===== config.mk =====
export PLATFORM = sky130hd
export DESIGN_NAME = adc_cfg_regs
export DESIGN_NICKNAME = d
export VERILOG_FILES = /design/src/include/adc_cfg_pkg.sv /design/src/hdl/adc_cfg_regs.sv
export VERILOG_INCLUDE_DIRS = /design/src /design/src/include
export SDC_FILE = /design/constraint.sdc
export NUM_CORES = 1
export LEC_CHECK = 0
export BUFFER_PORTS_ARGS = -buffer_cell sky130_fd_sc_hd__buf_4
export CORE_ASPECT_RATIO = 1.2
export CORE_UTILIZATION = 30
export CTS_BUF_LIST = sky130_fd_sc_hd__clkbuf_16
export CTS_CLUSTER_SIZE = 14
export DETAILED_ROUTE_END_ITERATION = 10
export GPL_TIMING_DRIVEN = 0
export PLACE_DENSITY = 0.57
export SLEW_MARGIN = 20
export SYNTH_ARGS = -nofsm -noshare
export SYNTH_HDL_FRONTEND = slang
export SYNTH_SLANG_ARGS = --single-unit

===== constraint.sdc =====
create_clock -name CLK -period 10.62 [get_ports CLK]
set_clock_uncertainty 0.15 [all_clocks]
set_input_delay 1.593 -clock CLK [delete_from_list [all_inputs] [get_ports CLK]]
set_output_delay 1.593 -clock CLK [all_outputs]
set_load 0.02 [all_outputs]

===== src/include/adc_cfg_map.svh =====
// register offsets, field positions, reset values and frame counts of the converter config port
`ifndef ADC_CFG_MAP_SVH
`define ADC_CFG_MAP_SVH
`define A_PORT_CFG 8'h00
`define A_BURST_END 8'h02
`define A_DIE_ID 8'h08
`define A_DIE_REV 8'h09
`define A_CONV_SEL 8'h10
`define A_OFS_C 8'h20
`define A_OFS_F 8'h21
`define A_GAIN_C 8'h22
`define A_GAIN_M 8'h23
`define A_GAIN_F 8'h24
`define A_PWR 8'h25
`define A_SLIP 8'h71
`define A_DIVIDER_SELECT_PIN 8'h72
`define A_DRIVER_MODE_PIN 8'h73
`define A_DDR 8'h74
`define A_CFG_STAT 8'h75
`define B_SDO_ACT 7
`define B_LSB_FIRST 6
`define B_SOFT_RST 5
`define B_SLIP 0
`define B_DLL_SLOW 6
`define B_DDR_EN 0
`define F_DRIVER_LSB 5
`define F_CODING_LSB 0
`define CAL_OFS_C_LSB 32
`define CAL_OFS_F_LSB 24
`define CAL_GAIN_C_LSB 16
`define CAL_GAIN_M_LSB 8
`define CAL_GAIN_F_LSB 0
`define RST_BYTE 8'h00
`define RST_TRIM 8'h80
`define RST_GAIN_C 4'h0
`define RST_FIELD 3'h0
`define ERR_CODE 8'hAD
`define INSTR_LAST 4'hF
`define BYTE_LAST 4'h7
`define CNT_CONT 2'h3
`endif


===== src/include/adc_cfg_pkg.sv =====
// types shared by the converter configuration port
package adc_cfg_pkg;
	typedef enum logic [1:0] {
		ST_IDLE = 2'b00,
		ST_INSTR = 2'b01,
		ST_DATA = 2'b10,
		ST_DONE = 2'b11
	} frame_t;
	typedef enum logic [1:0] {PM_NORMAL = 2'b00, PM_NAP = 2'b01, PM_SLEEP = 2'b10} pwr_mode_t;
	typedef enum logic [1:0] {DIV_1 = 2'b00, DIV_2 = 2'b01, DIV_4 = 2'b10} div_t;
	typedef enum logic [1:0] {DRV_2MA = 2'b00, DRV_3MA = 2'b01, DRV_CMOS = 2'b10} drive_t;
	typedef enum logic [1:0] {COD_TWOS = 2'b00, COD_GRAY = 2'b01, COD_OFFSET = 2'b10} coding_t;
endpackage


===== src/hdl/adc_cfg_regs.sv =====
// serial configuration port and register bank of a multi-converter sampling device
`timescale 1ns/1ps
`default_nettype none
`include "adc_cfg_map.svh"

// Summary of operation
// bit six of port config high means serial bits arrive least significant first.
// writing soft reset high returns registers to defaults, except the exempt ones.
// host writes low nibble mirroring upper nibble and keeps the reserved bit high.
// burst end register holds final address; continuous transfers stop there.
// die identifier and revision are read-only at two consecutive addresses.
// converter index resets to zero; host addresses exactly one converter.
// indexed read with improper index returns the fixed error code instead.
// offset trims are 8-bit; 0x80 no shift, 0x00 most negative, 0xFF most positive.
// trim defaults are the self-calibration results, not fixed constants.
// host steps a trim by read, modify and write back to the same address.
// coarse gain is four independent weight bits.
// medium and fine gain are 8-bit with 0x80 as zero change.
// power field 000 defers to pin, else 001 normal, 010 nap, 100 sleep.
// serial power control affects only the indexed converter; pin is global.
// power, divider and output mode registers survive soft reset.
// nap entry writes index one, nap, index two, nap.
// normal resume writes index one, normal, index two, normal.
// writing zero then one to slip bit advances divided clock when dividing by four.
// divider field 000 defers to pin, else 001 by one, 010 by two, 100 by four.
// driver field bits 7:5 defer to pin or pick 2mA, 3mA or CMOS.
// coding field bits 2:0 defer to pin or pick two's complement, gray, offset.
// DLL range bit six selects slow or fast, fast after reset.
// double rate register is set by read, XOR with status, XOR desired, write.
// port config bit seven enables the dedicated serial output pin.
// each frame opens with read flag, 2-bit count code and 13-bit address.
module adc_cfg_regs #(
	parameter int NUM_CONV = 2,
	parameter logic [7:0] DIE_ID = 8'h5A, // arbitrary value
	parameter logic [7:0] DIE_REV = 8'h01 // arbitrary value
) (
	input wire logic CLK,
	input wire logic RST_N,
	input wire logic CE,
	input wire logic CHIP_SELECT_BAR,
	input wire logic SCLK,
	input wire logic SERIAL_DATA_I,
	output logic SERIAL_DATA_O,
	output logic SERIAL_DATA_OE,
	output logic SERIAL_OUT_PIN_O,
	output logic SERIAL_OUT_PIN_OE,
	input wire logic CAL_LOAD,
	input wire logic [39:0] CAL_TRIM [NUM_CONV],
	input wire adc_cfg_pkg::pwr_mode_t POWER_DOWN_PIN,
	input wire adc_cfg_pkg::div_t DIVIDER_SELECT_PIN,
	input wire adc_cfg_pkg::drive_t DRIVER_MODE_PIN,
	input wire adc_cfg_pkg::coding_t CODING_FORMAT_PIN,
	output adc_cfg_pkg::pwr_mode_t PWR_MODE [NUM_CONV],
	output adc_cfg_pkg::div_t DIV_RATIO,
	output adc_cfg_pkg::drive_t DRIVER_MODE,
	output adc_cfg_pkg::coding_t CODING,
	output logic DIV_ADVANCE,
	output logic DDR_ENABLE,
	output logic DLL_SLOW,
	output logic [7:0] TRIM_OFS_C [NUM_CONV],
	output logic [7:0] TRIM_OFS_F [NUM_CONV],
	output logic [3:0] TRIM_GAIN_C [NUM_CONV],
	output logic [7:0] TRIM_GAIN_M [NUM_CONV],
	output logic [7:0] TRIM_GAIN_F [NUM_CONV]
);
	import adc_cfg_pkg::*;

	if (NUM_CONV < 1 || NUM_CONV > 8) begin : g_chk
		$error("NUM_CONV must lie between 1 and 8");
	end

	// one-hot field picks an override, anything else falls back to the pin
	function automatic logic [1:0] pick(input logic [2:0] field, input logic [1:0] pin);
		logic [1:0] r;
		r = pin;
		case (field)
			3'b001: r = 2'b00;
			3'b010: r = 2'b01;
			3'b100: r = 2'b10;
			default: r = pin;
		endcase
		return r;
	endfunction

	// pin synchronisers; stage one feeds stage two only
	logic [2:0] sync1_q, sync2_q;
	logic [7:0] pins1_q, pins2_q;
	logic sclk_prev_q;
	always_ff @(posedge CLK or negedge RST_N) begin
		if (!RST_N) begin
			// idle levels: select high, clock low, so no false clock edge follows reset
			sync1_q <= 3'h4;
			sync2_q <= 3'h4;
			pins1_q <= 8'h00;
			pins2_q <= 8'h00;
			sclk_prev_q <= 1'b0;
		end else if (CE) begin
			sync1_q <= {CHIP_SELECT_BAR, SCLK, SERIAL_DATA_I};
			sync2_q <= sync1_q;
			pins1_q <= {POWER_DOWN_PIN, DIVIDER_SELECT_PIN, DRIVER_MODE_PIN, CODING_FORMAT_PIN};
			pins2_q <= pins1_q;
			sclk_prev_q <= sync2_q[1];
		end
	end
	logic cs_n, sdi, sclk_rise;
	assign cs_n = sync2_q[2];
	assign sdi = sync2_q[0];
	assign sclk_rise = sync2_q[1] & ~sclk_prev_q;

	// register state
	logic [7:0] port_cfg_q, port_cfg_d, burst_q, burst_d, sel_q, sel_d, slip_q, slip_d;
	logic [2:0] divider_select_pin_q, divider_select_pin_d;
	logic [7:0] driver_mode_pin_q, driver_mode_pin_d, ddr_raw_q, ddr_raw_d, ddr_eff_q, ddr_eff_d;
	logic [7:0] ofs_c_q [NUM_CONV], ofs_c_d [NUM_CONV], ofs_f_q [NUM_CONV], ofs_f_d [NUM_CONV];
	logic [3:0] gain_c_q [NUM_CONV], gain_c_d [NUM_CONV];
	logic [7:0] gain_m_q [NUM_CONV], gain_m_d [NUM_CONV], gain_f_q [NUM_CONV], gain_f_d [NUM_CONV];
	logic [2:0] pwr_q [NUM_CONV], pwr_d [NUM_CONV];
	logic adv_d;

	// frame state
	frame_t state_q, state_d;
	logic [3:0] bitcnt_q, bitcnt_d;
	logic [15:0] sh_q, sh_d;
	logic rw_q, rw_d, ld_q, ld_d;
	logic [1:0] cnt_q, cnt_d, bytes_q, bytes_d;
	logic [12:0] addr_q, addr_d;
	logic [7:0] tx_q, tx_d, rdata;
	logic wr_stb;
	logic [7:0] wr_data;
	logic lsb_first, sel_ok, mapped, indexed;

	assign lsb_first = port_cfg_q[`B_LSB_FIRST];
	// exactly one converter named and no bit beyond the last converter
	assign sel_ok = ($countones(sel_q) == 1) && ((sel_q >> NUM_CONV) == 8'h00);
	assign mapped = (addr_q[12:8] == 5'h00);
	assign indexed = mapped && addr_q[7:0] >= `A_OFS_C && addr_q[7:0] <= `A_PWR;

	always_comb begin
		state_d = state_q;
		bitcnt_d = bitcnt_q;
		sh_d = sh_q;
		rw_d = rw_q;
		cnt_d = cnt_q;
		bytes_d = bytes_q;
		addr_d = addr_q;
		ld_d = 1'b0;
		tx_d = ld_q ? rdata : tx_q;
		wr_stb = 1'b0;
		wr_data = 8'h00;
		if (cs_n) begin
			state_d = ST_IDLE;
			bitcnt_d = 4'h0;
		end else if (state_q == ST_IDLE) begin
			state_d = ST_INSTR;
			bitcnt_d = 4'h0;
		end else if (sclk_rise) begin
			unique case (state_q)
				ST_INSTR: begin
					sh_d = lsb_first ? {sdi, sh_q[15:1]} : {sh_q[14:0], sdi};
					bitcnt_d = bitcnt_q + 4'h1;
					if (bitcnt_q == `INSTR_LAST) begin
						rw_d = sh_d[15];
						cnt_d = sh_d[14:13];
						addr_d = sh_d[12:0];
						bytes_d = 2'h0;
						bitcnt_d = 4'h0;
						ld_d = sh_d[15];
						state_d = ST_DATA;
					end
				end
				ST_DATA: begin
					sh_d[7:0] = lsb_first ? {sdi, sh_q[7:1]} : {sh_q[6:0], sdi};
					bitcnt_d = bitcnt_q + 4'h1;
					if (bitcnt_q == `BYTE_LAST) begin
						bitcnt_d = 4'h0;
						wr_stb = ~rw_q;
						wr_data = sh_d[7:0];
						// address walks down in least-significant-first order
						addr_d = lsb_first ? addr_q - 13'h0001 : addr_q + 13'h0001;
						if (cnt_q == `CNT_CONT) begin
							if (addr_q[7:0] == burst_q) begin
								state_d = ST_DONE;
							end
						end else if (bytes_q == cnt_q) begin
							state_d = ST_DONE;
						end
						if (bytes_q != 2'h3) begin
							bytes_d = bytes_q + 2'h1;
						end
						ld_d = rw_q && (state_d == ST_DATA);
					end
				end
				ST_DONE: begin
					state_d = ST_DONE;
				end
				default: begin
					state_d = ST_IDLE;
				end
			endcase
		end
	end

	always_ff @(posedge CLK or negedge RST_N) begin
		if (!RST_N) begin
			state_q <= ST_IDLE;
			bitcnt_q <= 4'h0;
			sh_q <= 16'h0000;
			rw_q <= 1'b0;
			cnt_q <= 2'h0;
			bytes_q <= 2'h0;
			addr_q <= 13'h0000;
			ld_q <= 1'b0;
			tx_q <= 8'h00;
		end else if (CE) begin
			state_q <= state_d;
			bitcnt_q <= bitcnt_d;
			sh_q <= sh_d;
			rw_q <= rw_d;
			cnt_q <= cnt_d;
			bytes_q <= bytes_d;
			addr_q <= addr_d;
			ld_q <= ld_d;
			tx_q <= tx_d;
		end
	end

	// read multiplexer
	always_comb begin
		rdata = 8'h00;
		if (indexed && !sel_ok) begin
			rdata = `ERR_CODE;
		end else if (mapped) begin
			unique case (addr_q[7:0])
				`A_PORT_CFG: rdata = port_cfg_q;
				`A_BURST_END: rdata = burst_q;
				`A_DIE_ID: rdata = DIE_ID;
				`A_DIE_REV: rdata = DIE_REV;
				`A_CONV_SEL: rdata = sel_q;
				`A_SLIP: rdata = slip_q;
				`A_DIVIDER_SELECT_PIN: rdata = {5'h00, divider_select_pin_q};
				`A_DRIVER_MODE_PIN: rdata = driver_mode_pin_q;
				`A_DDR: rdata = ddr_raw_q;
				`A_CFG_STAT: rdata = ddr_eff_q;
				default: rdata = 8'h00;
			endcase
			for (int i = 0; i < NUM_CONV; i++) begin
				if (indexed && sel_q[i]) begin
					unique case (addr_q[7:0])
						`A_OFS_C: rdata = ofs_c_q[i];
						`A_OFS_F: rdata = ofs_f_q[i];
						`A_GAIN_C: rdata = {4'h0, gain_c_q[i]};
						`A_GAIN_M: rdata = gain_m_q[i];
						`A_GAIN_F: rdata = gain_f_q[i];
						default: rdata = {5'h00, pwr_q[i]};
					endcase
				end
			end
		end
	end

	// register writes
	always_comb begin
		port_cfg_d = port_cfg_q;
		burst_d = burst_q;
		sel_d = sel_q;
		slip_d = slip_q;
		divider_select_pin_d = divider_select_pin_q;
		driver_mode_pin_d = driver_mode_pin_q;
		ddr_raw_d = ddr_raw_q;
		ddr_eff_d = ddr_eff_q;
		ofs_c_d = ofs_c_q;
		ofs_f_d = ofs_f_q;
		gain_c_d = gain_c_q;
		gain_m_d = gain_m_q;
		gain_f_d = gain_f_q;
		pwr_d = pwr_q;
		adv_d = 1'b0;
		for (int i = 0; i < NUM_CONV; i++) begin
			if (CAL_LOAD) begin
				ofs_c_d[i] = CAL_TRIM[i][`CAL_OFS_C_LSB +: 8];
				ofs_f_d[i] = CAL_TRIM[i][`CAL_OFS_F_LSB +: 8];
				gain_c_d[i] = CAL_TRIM[i][`CAL_GAIN_C_LSB +: 4];
				gain_m_d[i] = CAL_TRIM[i][`CAL_GAIN_M_LSB +: 8];
				gain_f_d[i] = CAL_TRIM[i][`CAL_GAIN_F_LSB +: 8];
			end
		end
		if (wr_stb && mapped) begin
			if (addr_q[7:0] == `A_PORT_CFG && wr_data[`B_SOFT_RST]) begin
				// soft reset: power, divider and output mode stay as they are
				port_cfg_d = `RST_BYTE;
				burst_d = `RST_BYTE;
				sel_d = `RST_BYTE;
				slip_d = `RST_BYTE;
				ddr_raw_d = `RST_BYTE;
				ddr_eff_d = `RST_BYTE;
				for (int i = 0; i < NUM_CONV; i++) begin
					ofs_c_d[i] = CAL_TRIM[i][`CAL_OFS_C_LSB +: 8];
					ofs_f_d[i] = CAL_TRIM[i][`CAL_OFS_F_LSB +: 8];
					gain_c_d[i] = CAL_TRIM[i][`CAL_GAIN_C_LSB +: 4];
					gain_m_d[i] = CAL_TRIM[i][`CAL_GAIN_M_LSB +: 8];
					gain_f_d[i] = CAL_TRIM[i][`CAL_GAIN_F_LSB +: 8];
				end
			end else begin
				unique case (addr_q[7:0])
					`A_PORT_CFG: port_cfg_d = wr_data & 8'hDF;
					`A_BURST_END: burst_d = wr_data;
					`A_CONV_SEL: sel_d = wr_data;
					`A_SLIP: begin
						slip_d = wr_data;
						adv_d = wr_data[`B_SLIP] & ~slip_q[`B_SLIP] & (DIV_RATIO == DIV_4);
					end
					`A_DIVIDER_SELECT_PIN: divider_select_pin_d = wr_data[2:0];
					`A_DRIVER_MODE_PIN: driver_mode_pin_d = wr_data;
					`A_DDR: begin
						// the effective value flips by whatever the host XOR leaves over
						ddr_eff_d = wr_data ^ ddr_raw_q ^ ddr_eff_q;
						ddr_raw_d = wr_data;
					end
					default: begin
					end
				endcase
				for (int i = 0; i < NUM_CONV; i++) begin
					if (sel_ok && sel_q[i]) begin
						unique case (addr_q[7:0])
							`A_OFS_C: ofs_c_d[i] = wr_data;
							`A_OFS_F: ofs_f_d[i] = wr_data;
							`A_GAIN_C: gain_c_d[i] = wr_data[3:0];
							`A_GAIN_M: gain_m_d[i] = wr_data;
							`A_GAIN_F: gain_f_d[i] = wr_data;
							`A_PWR: pwr_d[i] = wr_data[2:0];
							default: begin
							end
						endcase
					end
				end
			end
		end
	end

	always_ff @(posedge CLK or negedge RST_N) begin
		if (!RST_N) begin
			port_cfg_q <= `RST_BYTE;
			burst_q <= `RST_BYTE;
			sel_q <= `RST_BYTE;
			slip_q <= `RST_BYTE;
			divider_select_pin_q <= `RST_FIELD;
			driver_mode_pin_q <= `RST_BYTE;
			ddr_raw_q <= `RST_BYTE;
			ddr_eff_q <= `RST_BYTE;
			DIV_ADVANCE <= 1'b0;
			for (int i = 0; i < NUM_CONV; i++) begin
				// mid-scale, coarse gain zero, until the calibration engine loads its result
				ofs_c_q[i] <= `RST_TRIM;
				ofs_f_q[i] <= `RST_TRIM;
				gain_c_q[i] <= `RST_GAIN_C;
				gain_m_q[i] <= `RST_TRIM;
				gain_f_q[i] <= `RST_TRIM;
				pwr_q[i] <= `RST_FIELD;
			end
		end else if (CE) begin
			port_cfg_q <= port_cfg_d;
			burst_q <= burst_d;
			sel_q <= sel_d;
			slip_q <= slip_d;
			divider_select_pin_q <= divider_select_pin_d;
			driver_mode_pin_q <= driver_mode_pin_d;
			ddr_raw_q <= ddr_raw_d;
			ddr_eff_q <= ddr_eff_d;
			DIV_ADVANCE <= adv_d;
			ofs_c_q <= ofs_c_d;
			ofs_f_q <= ofs_f_d;
			gain_c_q <= gain_c_d;
			gain_m_q <= gain_m_d;
			gain_f_q <= gain_f_d;
			pwr_q <= pwr_d;
		end
	end

	// resolved modes and serial outputs, all registered
	logic sdo_bit;
	assign sdo_bit = tx_q[lsb_first ? bitcnt_q[2:0] : 3'h7 - bitcnt_q[2:0]];
	always_ff @(posedge CLK or negedge RST_N) begin
		if (!RST_N) begin
			DIV_RATIO <= DIV_1;
			DRIVER_MODE <= DRV_2MA;
			CODING <= COD_TWOS;
			SERIAL_DATA_O <= 1'b0;
			SERIAL_DATA_OE <= 1'b0;
			SERIAL_OUT_PIN_O <= 1'b0;
			for (int i = 0; i < NUM_CONV; i++) begin
				PWR_MODE[i] <= PM_NORMAL;
			end
		end else if (CE) begin
			DIV_RATIO <= div_t'(pick(divider_select_pin_q, pins2_q[5:4]));
			DRIVER_MODE <= drive_t'(pick(driver_mode_pin_q[`F_DRIVER_LSB +: 3], pins2_q[3:2]));
			CODING <= coding_t'(pick(driver_mode_pin_q[`F_CODING_LSB +: 3], pins2_q[1:0]));
			SERIAL_DATA_O <= sdo_bit;
			// three-wire reads turn the data pin round only inside the data phase
			SERIAL_DATA_OE <= (state_q == ST_DATA) && rw_q && !cs_n && !port_cfg_q[`B_SDO_ACT];
			SERIAL_OUT_PIN_O <= (state_q == ST_DATA) && rw_q && sdo_bit;
			for (int i = 0; i < NUM_CONV; i++) begin
				PWR_MODE[i] <= pwr_mode_t'(pick(pwr_q[i], pins2_q[7:6]));
			end
		end
	end
	// the dedicated output is driven whenever enabled, selected or not
	assign SERIAL_OUT_PIN_OE = port_cfg_q[`B_SDO_ACT];
	assign DDR_ENABLE = ddr_eff_q[`B_DDR_EN];
	assign DLL_SLOW = ddr_eff_q[`B_DLL_SLOW];
	for (genvar g = 0; g < NUM_CONV; g++) begin : g_trim
		assign TRIM_OFS_C[g] = ofs_c_q[g];
		assign TRIM_OFS_F[g] = ofs_f_q[g];
		assign TRIM_GAIN_C[g] = gain_c_q[g];
		assign TRIM_GAIN_M[g] = gain_m_q[g];
		assign TRIM_GAIN_F[g] = gain_f_q[g];
	end

	logic soft_wr;
	assign soft_wr = CE && wr_stb && mapped && addr_q[7:0] == `A_PORT_CFG && wr_data[`B_SOFT_RST];
endmodule
`default_nettype wire


# Word-level counts from Yosys, hierarchy flattened
# Index checks and enable logic that the tools add are counted.
# Widths: inputs -> output; s select.
# totals
ff_bits,223
# classes
addsub,12
order_cmp,3
n_eq_ne,47
mux,117
bitwise_logic,11
reduce_logical,47
# ops
op,count
$mux 8,48
$mux 16,9
$pmux 8 s10,1
$pmux 8 s5,2
$eq 8x6->1 const B,6
$mux 4,11
$eq 8x7->1 const B,5
$mux 13,3
$pmux 2 s3,6
$mux 2,16
$pmux 13 s2,1
$reduce_and 5->1,4
$reduce_and 3->1,6
$eq 8x4->1 const B,2
$logic_not 8->1,2
$pmux 8 s2,1
$xor 8x8->8,2
$eq 3x1->1 const B,5
$eq 3x2->1 const B,5
$eq 3x3->1 const B,5
$logic_and 1x1->1,15
$mux 1,14
$add 13x1->13 const B,1
$sub 13x1->13 const B,1
other kinds (38),66

# Logic depth before layout (Yosys ltp)
# Gate-level depths: netlist of run 1.
# logic_depth
word_depth,15
depth_mapped,17

# Worst setup path before layout of run 1
# OpenSTA, ideal clock, no wires.
# synth_path
kind,reg2reg
startpoint,register sel_q[0]
endpoint,register pwr_q[0] (netlist name)
setup_ps,125
arrival_ps,4310
required_time_ps,10345
setup_slack_ps,6036
stages_incl_launch_ff,17
n_path_buf,3
synth_period_minus_slack_ps,4584
cell_sequence,dfrtp_1 inv_1 fa_1 fa_1 fa_1 inv_1 ha_1 inv_1 fa_1 a211oi_1 mux2i_1 clkbuf_1 or3_1 clkbuf_1 buf_2 nor3_2 mux2_2
# synth_via
elab_chain_cells,7
# synth_lines
item,line_no,rtl
from (decl),adc_cfg_regs.sv:111,"logic [7:0] port_cfg_q, port_cfg_d, burst_q, burst_d, sel_q, sel_d, slip_q, slip_d;"
from (signal assigned),adc_cfg_regs.sv:344,sel_q <= `RST_BYTE;
from (signal assigned),adc_cfg_regs.sv:363,sel_q <= sel_d;
$add 1x1->2 (implied by the code),adc_cfg_regs.sv:134,assign sel_ok = ($countones(sel_q) == 1) && ((sel_q >> NUM_CONV) == 8'h00);
$add 2x2->3 (implied by the code),adc_cfg_regs.sv:134,
$add 3x3->4 (implied by the code),adc_cfg_regs.sv:134,
$eq 4x1->1,adc_cfg_regs.sv:134,
$logic_and 1x1->1,adc_cfg_regs.sv:134,
$logic_and 1x1->1,adc_cfg_regs.sv:323,if (sel_ok && sel_q[i]) begin
$reduce_and 5->1 (no source line),-,
"to (signal, indexed assignment)",adc_cfg_regs.sv:358,pwr_q[i] <= `RST_FIELD;
to (signal assigned),adc_cfg_regs.sv:375,pwr_q <= pwr_d;
to (decl),adc_cfg_regs.sv:117,"logic [2:0] pwr_q [NUM_CONV], pwr_d [NUM_CONV];"
# Every way passes these cells.
# A chain may end at the register's enable or synchronous reset.

# Worst setup path in the final report of run 1
# layout_path
startpoint,register sel_q[0]
endpoint,register gain_m_q (netlist bit TRIM_GAIN_M[11])
# layout_via
elab_chain_cells,9
# layout_lines
item,line_no,rtl
$add 1x1->2 (implied by the code),adc_cfg_regs.sv:134,
$add 2x2->3 (implied by the code),adc_cfg_regs.sv:134,
$add 3x3->4 (implied by the code),adc_cfg_regs.sv:134,
$eq 4x1->1,adc_cfg_regs.sv:134,
$logic_and 1x1->1,adc_cfg_regs.sv:134,
$logic_and 1x1->1 *,adc_cfg_regs.sv:323,
$mux 8 *,adc_cfg_regs.sv:323,
$mux 16 *,adc_cfg_regs.sv:288,if (addr_q[7:0] == `A_PORT_CFG && wr_data[`B_SOFT_RST]) begin
$mux 16 *,adc_cfg_regs.sv:287,if (wr_stb && mapped) begin
"to (signal, indexed assignment)",adc_cfg_regs.sv:356,gain_m_q[i] <= `RST_TRIM;
to (signal assigned),adc_cfg_regs.sv:373,gain_m_q <= gain_m_d;
to (decl),adc_cfg_regs.sv:116,"logic [7:0] gain_m_q [NUM_CONV], gain_m_d [NUM_CONV], gain_f_q [NUM_CONV], gain_f_d [NUM_CONV];"
# Every way passes the cells marked *; elsewhere a longest branch is shown, timed or not.

==> reports/metrics.yaml, run 1 <==
route:
  num_vias: 13200
  dr.pass1.iters: 6
  ant_nets: 0
  routed_wl_mm: 59.7
  drtIter0Drc: 1410
  routed_via_density: 5.98
  wire_per_inst_um: 27.0
  drc: 0
setup_path:
  cp.arrival_ps: 5820
  r2r_start: "sel_q[0]"
  r2r_slack_ps: 5090
  crit_path_end: "TRIM_GAIN_M[11]"
  cp-start-kind: "register"
  crit_fanout: 10
  cp.required_ps: 10910
  endpoint_kind: "register"
  cpMaxStageDelayCell: "o31ai_1"
  critPathKind: "register to register"
  cp_cell_sequence: "inv_1, fa_1, fa_1, fa_1, inv_1, ha_1, inv_1, fa_1, a211oi_1, mux2i_1, clkbuf_1, or3_1, clkbuf_1, o31ai_1, a21boi_0, a221o_1"
  r2r_cells: 16
  startpoint: "sel_q[0]"
  cpPeakStageDelay_ps: 750
  rr_endpoint: "TRIM_GAIN_M[11]"
  path_common_cell: "fa_1"
sta:
  hold_viol: 0
  rsz0062_at_grt: "false"
  worstMarginPinSlew_ps: 1110
  finalSetupTns_ps: 0
  finalCritPeriodShare: 0.521
  fmax_ghz: 0.181
  slew_viol_final: 0
  finalWorstSetupSlack_ps: 5090
  setup_viol: 0
  finalCriticalPeriod_ps: 5530
  maxSlewHeadroom: 0.241
clock_tree:
  ctsRootBufferMaster: "clkbuf_16"
  cts_hold_buf: 0
  cts_max_path_buffers: 3
  htree_levels: 1
  clock_latency_ps: 560
  post_cts_buffers: 0
  ctsResizeCount: 0
  cts_tree: "done"
  clock-sinks: 222
  path_clk_slew_ps: 60
  cts_made_buffers: 26
synthesis:
  ys_seq_elements: 222
  synthesis.nets: 1545
  netlist-cell-type-count: 89
  yosys_most_used_dff: "dfrtp_1"
  ys.warnings.count: 0
  syn-instance-count: 1425
  synth_enable_flop_cells: 0
  syn_avg_cell_area_sq_um: 9.30
  syn_area_sq_um: 13300
  ys_async_sr_fraction: 1.00
  ys_seq_area_frac: 0.420
floorplan:
  ioPinCount: 184
  die_w_um: 194
  die-area_sq_um: 45000
  die_h_um: 232
  start_util: 0.303
  floorplan.rows: 84
  core_sq_um: 43700
global_route:
  grt_use_total: 0.262
  grt_overflow: 0
  antenna_found_initial: 1
  grt_max_degree: 81
  grt_pass1_wl_mm: 87.4
  grt_pass1_vias: 13100
pwr:
  switching_share: 0.416
  combPwrFrac: 0.373
  clkPwrFrac: 0.281
  p_switching_w: 0.00132
  pwr-share-seq: 0.346
  internal_power_w: 0.00185
  ir_drop_mv: 0.0901
  power_density_nw_per_um2: 195
  p_leak_nw: 6.63
layout:
  layout-drive-gt1-share: 0.202
  final_common_cell: "dfrtp_1"
  final_nets: 1752
  final_cell_mix: "212 x dfrtp_1, 175 x buf_4, 150 x nand2_1, 127 x o21ai_0, 118 x nor2_1"
  fin_cells: 2212
  syn2layout_area_growth_pct: 22.2
  final_util: 0.370
status:
  outcome: "finished clean"
place:
  routabilityCongestion: 0.998
  dp_cells: 2163
  numPortBuffers: 175
  dp_slack_ps: 5150
  dp_hpwl_mm: 46.2
run:
  maxCapViolations: 0
hold_path:
  hp-class: "register to register"
-- state kept, by name, summed over array words and instances, names as in the netlist, 6 cells and up --
name	cells
TRIM_GAIN_C	8
TRIM_GAIN_F	16
TRIM_GAIN_M	16
TRIM_OFS_C	16
TRIM_OFS_F	16
addr_q	13
burst_q	8
ddr_eff_q	8
ddr_raw_q	8
driver_mode_pin_q	8
pins1_q	8
pins2_q	8
port_cfg_q	7
pwr_q	6
sel_q	8
sh_q	16
slip_q	8
tx_q	8
-- power by group through the flow --
stage          clock network (W)  registers [W]  logic (W)
2_1_floorplan                  0        0.00110   0.000611
3_3_place_gp                   0        0.00110    0.00113
3_5_place_dp                   0        0.00110    0.00115
4_1_cts                 0.000894        0.00109    0.00115
5_1_grt                 0.000924        0.00111    0.00124
6_report                0.000888        0.00109    0.00118
-- Yosys cell counts, drive strengths merged (6+ instances only) --
master  count  area share
nand2b      6      0.0028
clkbuf     57       0.016
a22oi      26       0.015
nand4      19      0.0090
dfrtp     212        0.40
o211ai     15      0.0085
a221oi     16       0.011
dfstp      10       0.020
nor4b       6      0.0056
o21ai     139       0.053
nand3      36       0.014
nor2      119       0.034
nand2     151       0.043
a22o        8      0.0053
ha         20       0.019
o31ai      12       0.011
inv        33      0.0093
nor4       18      0.0090
a221o      53       0.040
or3        10      0.0051
nor3       43       0.019
nor2b       7      0.0033
buf        30       0.011
a21o       16      0.0091
mux2i      38       0.029
and3        8      0.0038
a31oi      12      0.0057
or4         6      0.0034
mux2       58       0.050
xnor2      25       0.017
a21oi      75       0.029
and2        7      0.0033
a21boi     37       0.021
a211oi     10      0.0057
-- through the flow --
step | hold slack (ps) | power [W] | area [sq um]
3_3_place_gp | 308 | 0.00223 | 15300
6_report | 334 | 0.00316 | 16200
4_1_cts | 328 | 0.00314 | 16200
5_1_grt | 342 | 0.00327 | 16200
3_5_place_dp | 315 | 0.00225 | 15400
2_1_floorplan | 285 | 0.00172 | 13300
-- final cells by class --
cell class              count  area, sq um
diodes                      1         2.50
multi-input cells        1081         7220
flip-flops and latches    222         5570
inverters                  35          131
plain buffers              87          362
fillers                  4523        27500
well taps                 559          699
repair buffers            179         1390
clock inverters            21          148
clock buffers              27          676
-- worst max-delay path, delay by kind of cell (launching register included) --
| family | cells | cell delay (ps) |
|---|---|---|
| adders and majority gates | 5 | 2020 |
| AOI/OAI and AO/OA | 4 | 1480 |
| buffers and inverters | 5 | 710 |
| DFF | 1 | 470 |
| and+or+nand+nor | 1 | 380 |
| muxes | 1 | 210 |
-- worst min-delay path by stage --
stage                            start            to  slack (ps)  cells past startpoint
after floorplan           ddr_eff_q[5]  ddr_eff_q[5]         290                      1
after global placement    ddr_eff_q[5]  ddr_eff_q[5]         310                      1
after detailed placement  ddr_eff_q[5]  ddr_eff_q[5]         320                      1
after CTS                 ddr_eff_q[5]  ddr_eff_q[5]         330                      1
after global routing      ddr_eff_q[5]  ddr_eff_q[5]         340                      1
final                        slip_q[4]     slip_q[4]         330                      2
-- cells by family after synthesis --
kind of cell             after synthesis  synth area share
multiplexers                          96            0.0786
adder cells (fa/ha/maj)               25            0.0264
AND/OR/NAND/NOR                      461             0.171
flip-flops                           222             0.420
AO/OA/AOI/OAI                        469             0.247
XOR/XNOR                              30            0.0198
buffers and inverters                122            0.0372
-- routing by layer --
layer	track usage	part of all wire
met2	0.436	0.47
met3	0.0381	0.076
met5	0	0.00022
met1	0.321	0.39
met4	0.163	0.064
Note: power is estimated with default switching activity, not from simulation.
==> inputs of run 2 (changes only) <==
clock period = 5.2 ns   (was 10.62 ns; I/O delays follow)
==> reports/metrics.yaml, run 2 (synthesis results as in run 1) <==
hold_path:
  hp-class: "primary input to async pin"
clock_tree:
  cts_tree: "done"
  cts_max_path_buffers: 3
  path_clk_slew_ps: 60
  ctsRootBufferMaster: "clkbuf_16"
  cts_made_buffers: 26
  clock-sinks: 222
  htree_levels: 1
  clock_latency_ps: 560
route:
  dr.pass1.iters: 6
  ant_nets: 0
  routed_via_density: 5.96
  num_vias: 13200
  wire_per_inst_um: 27.0
  routed_wl_mm: 59.6
  drtIter0Drc: 1346
  drc: 0
layout:
  syn2layout_area_growth_pct: 23.4
  layout-drive-gt1-share: 0.218
  finalInstanceArea_sq_um: 16400
  final_util: 0.374
  final_cell_mix: "210 x dfrtp_1, 180 x buf_4, 148 x nand2_1, 123 x o21ai_0, 118 x nor2_1"
  antenna_cells: 0
  final_nets: 1754
  final_common_cell: "dfrtp_1"
  fin_cells: 2213
pwr:
  power_density_nw_per_um2: 396
  p_leak_nw: 6.72
  ir_drop_mv: 0.186
setup_path:
  startpoint: "sel_q[0]"
  critPathKind: "register to register"
  r2r_start: "sel_q[0]"
  crit_path_end: "TRIM_OFS_C[9]"
  cpPeakStageDelay_ps: 700
  endpoint_kind: "register"
  cp.arrival_ps: 5290
  cpMaxStageDelayCell: "or4_1"
  r2r_slack_ps: 190
  cp_cell_sequence: "inv_1, fa_1, fa_1, fa_1, inv_1, ha_1, inv_1, fa_1, a211oi_2, mux2i_2, clkbuf_2, or4_1, o21ai_2, nand2_2, a221o_1"
  cp-start-kind: "register"
  cp.required_ps: 5490
  path_common_cell: "fa_1"
  crit_fanout: 10
  rr_endpoint: "TRIM_OFS_C[9]"
  r2r_cells: 15
sta:
  finalCriticalPeriod_ps: 5010
  slew_viol_final: 0
  setup_viol: 0
  maxSlewHeadroom: 0.220
  finalCritPeriodShare: 0.963
  worstMarginPinSlew_ps: 1140
  hold_viol: 0
  finalSetupTns_ps: 0
  rsz0062_at_grt: "false"
  fmax_ghz: 0.200
  hold_slack_ps: 27.5
floorplan:
  die_w_um: 194
  die-area_sq_um: 45000
  die_h_um: 232
  core_sq_um: 43700
  start_util: 0.303
  floorplan.rows: 84
  ioPinCount: 184
place:
  placed_cell_area_sq_um: 15400
  dp_hpwl_mm: 46.2
  routabilityCongestion: 0.998
  dp_cells: 2163
  numPortBuffers: 175
global_route:
  grt_use_total: 0.262
  grt_pass1_vias: 13100
  grt_overflow: 0
  grt_max_degree: 81
  antenna_found_initial: 1
  grt_pass1_wl_mm: 87.3
run:
  maxCapViolations: 0
status:
  outcome: "finished clean"
## run 2: where the power goes
| part | switching, W | internal (W) |
|---|---|---|
| registers | 0.000276 | 0.00196 |
| clock network | 0.000779 | 0.00103 |
| logic | 0.00164 | 0.000778 |
## run 2: timing repair
| action | in CTS | in global routing |
|---|---|---|
| buffers inserted | 4 | 0 |
| setup endpoints to repair | 43 | 76 |
| resized for setup | 14 | 24 |
| hold buffers | 0 | 0 |
| pin swaps | 2 | 2 |
## run 2: metal layers
layer | track usage | vias up | share of wire
li1 | - | 5794 | -
met1 | 0.320 | 6458 | 0.39
met2 | 0.438 | 725 | 0.47
met3 | 0.0369 | 202 | 0.073
met4 | 0.162 | 2 | 0.067
met5 | 0 | - | 0.00022
## run 2: how the worst min path moves through the flow
stage                      to         start  cells after the start  slack (ps)
6_report           pins2_q[5]         RST_N                      1          30
5_1_grt            pins2_q[5]         RST_N                      1         100
4_1_cts        TRIM_OFS_F[13]         RST_N                      1          60
3_5_place_dp     ddr_eff_q[5]  ddr_eff_q[5]                      1         320
3_3_place_gp     ddr_eff_q[5]  ddr_eff_q[5]                      1         310
2_1_floorplan    ddr_eff_q[5]  ddr_eff_q[5]                      1         290
## run 2: area by class of cell
type	count	area, sq um
Tap cell	559	699
Clock buffer	27	676
Multi-Input combinational cell	1081	7350
Inverter	35	131
Sequential cell	222	5570
Clock inverter	21	148
Timing Repair Buffer	183	1420
Fill cell	4509	27400
Buffer	85	360
## run 2: through the flow
step                power (W)  worst slack, ps
finish                0.00647              194
floorplan             0.00351              616
global placement      0.00455             -168
global route          0.00669             34.5
detailed placement    0.00460             -267
CTS                   0.00641            -2.28
## run 2: worst max-delay path, delay by kind of cell (launching register included)
family	cells	cell delay (ps)
compound gates	3	840
fa+ha+maj	5	2040
buf+inv	4	420
flops	1	430
mux	1	140
simple gates	2	860
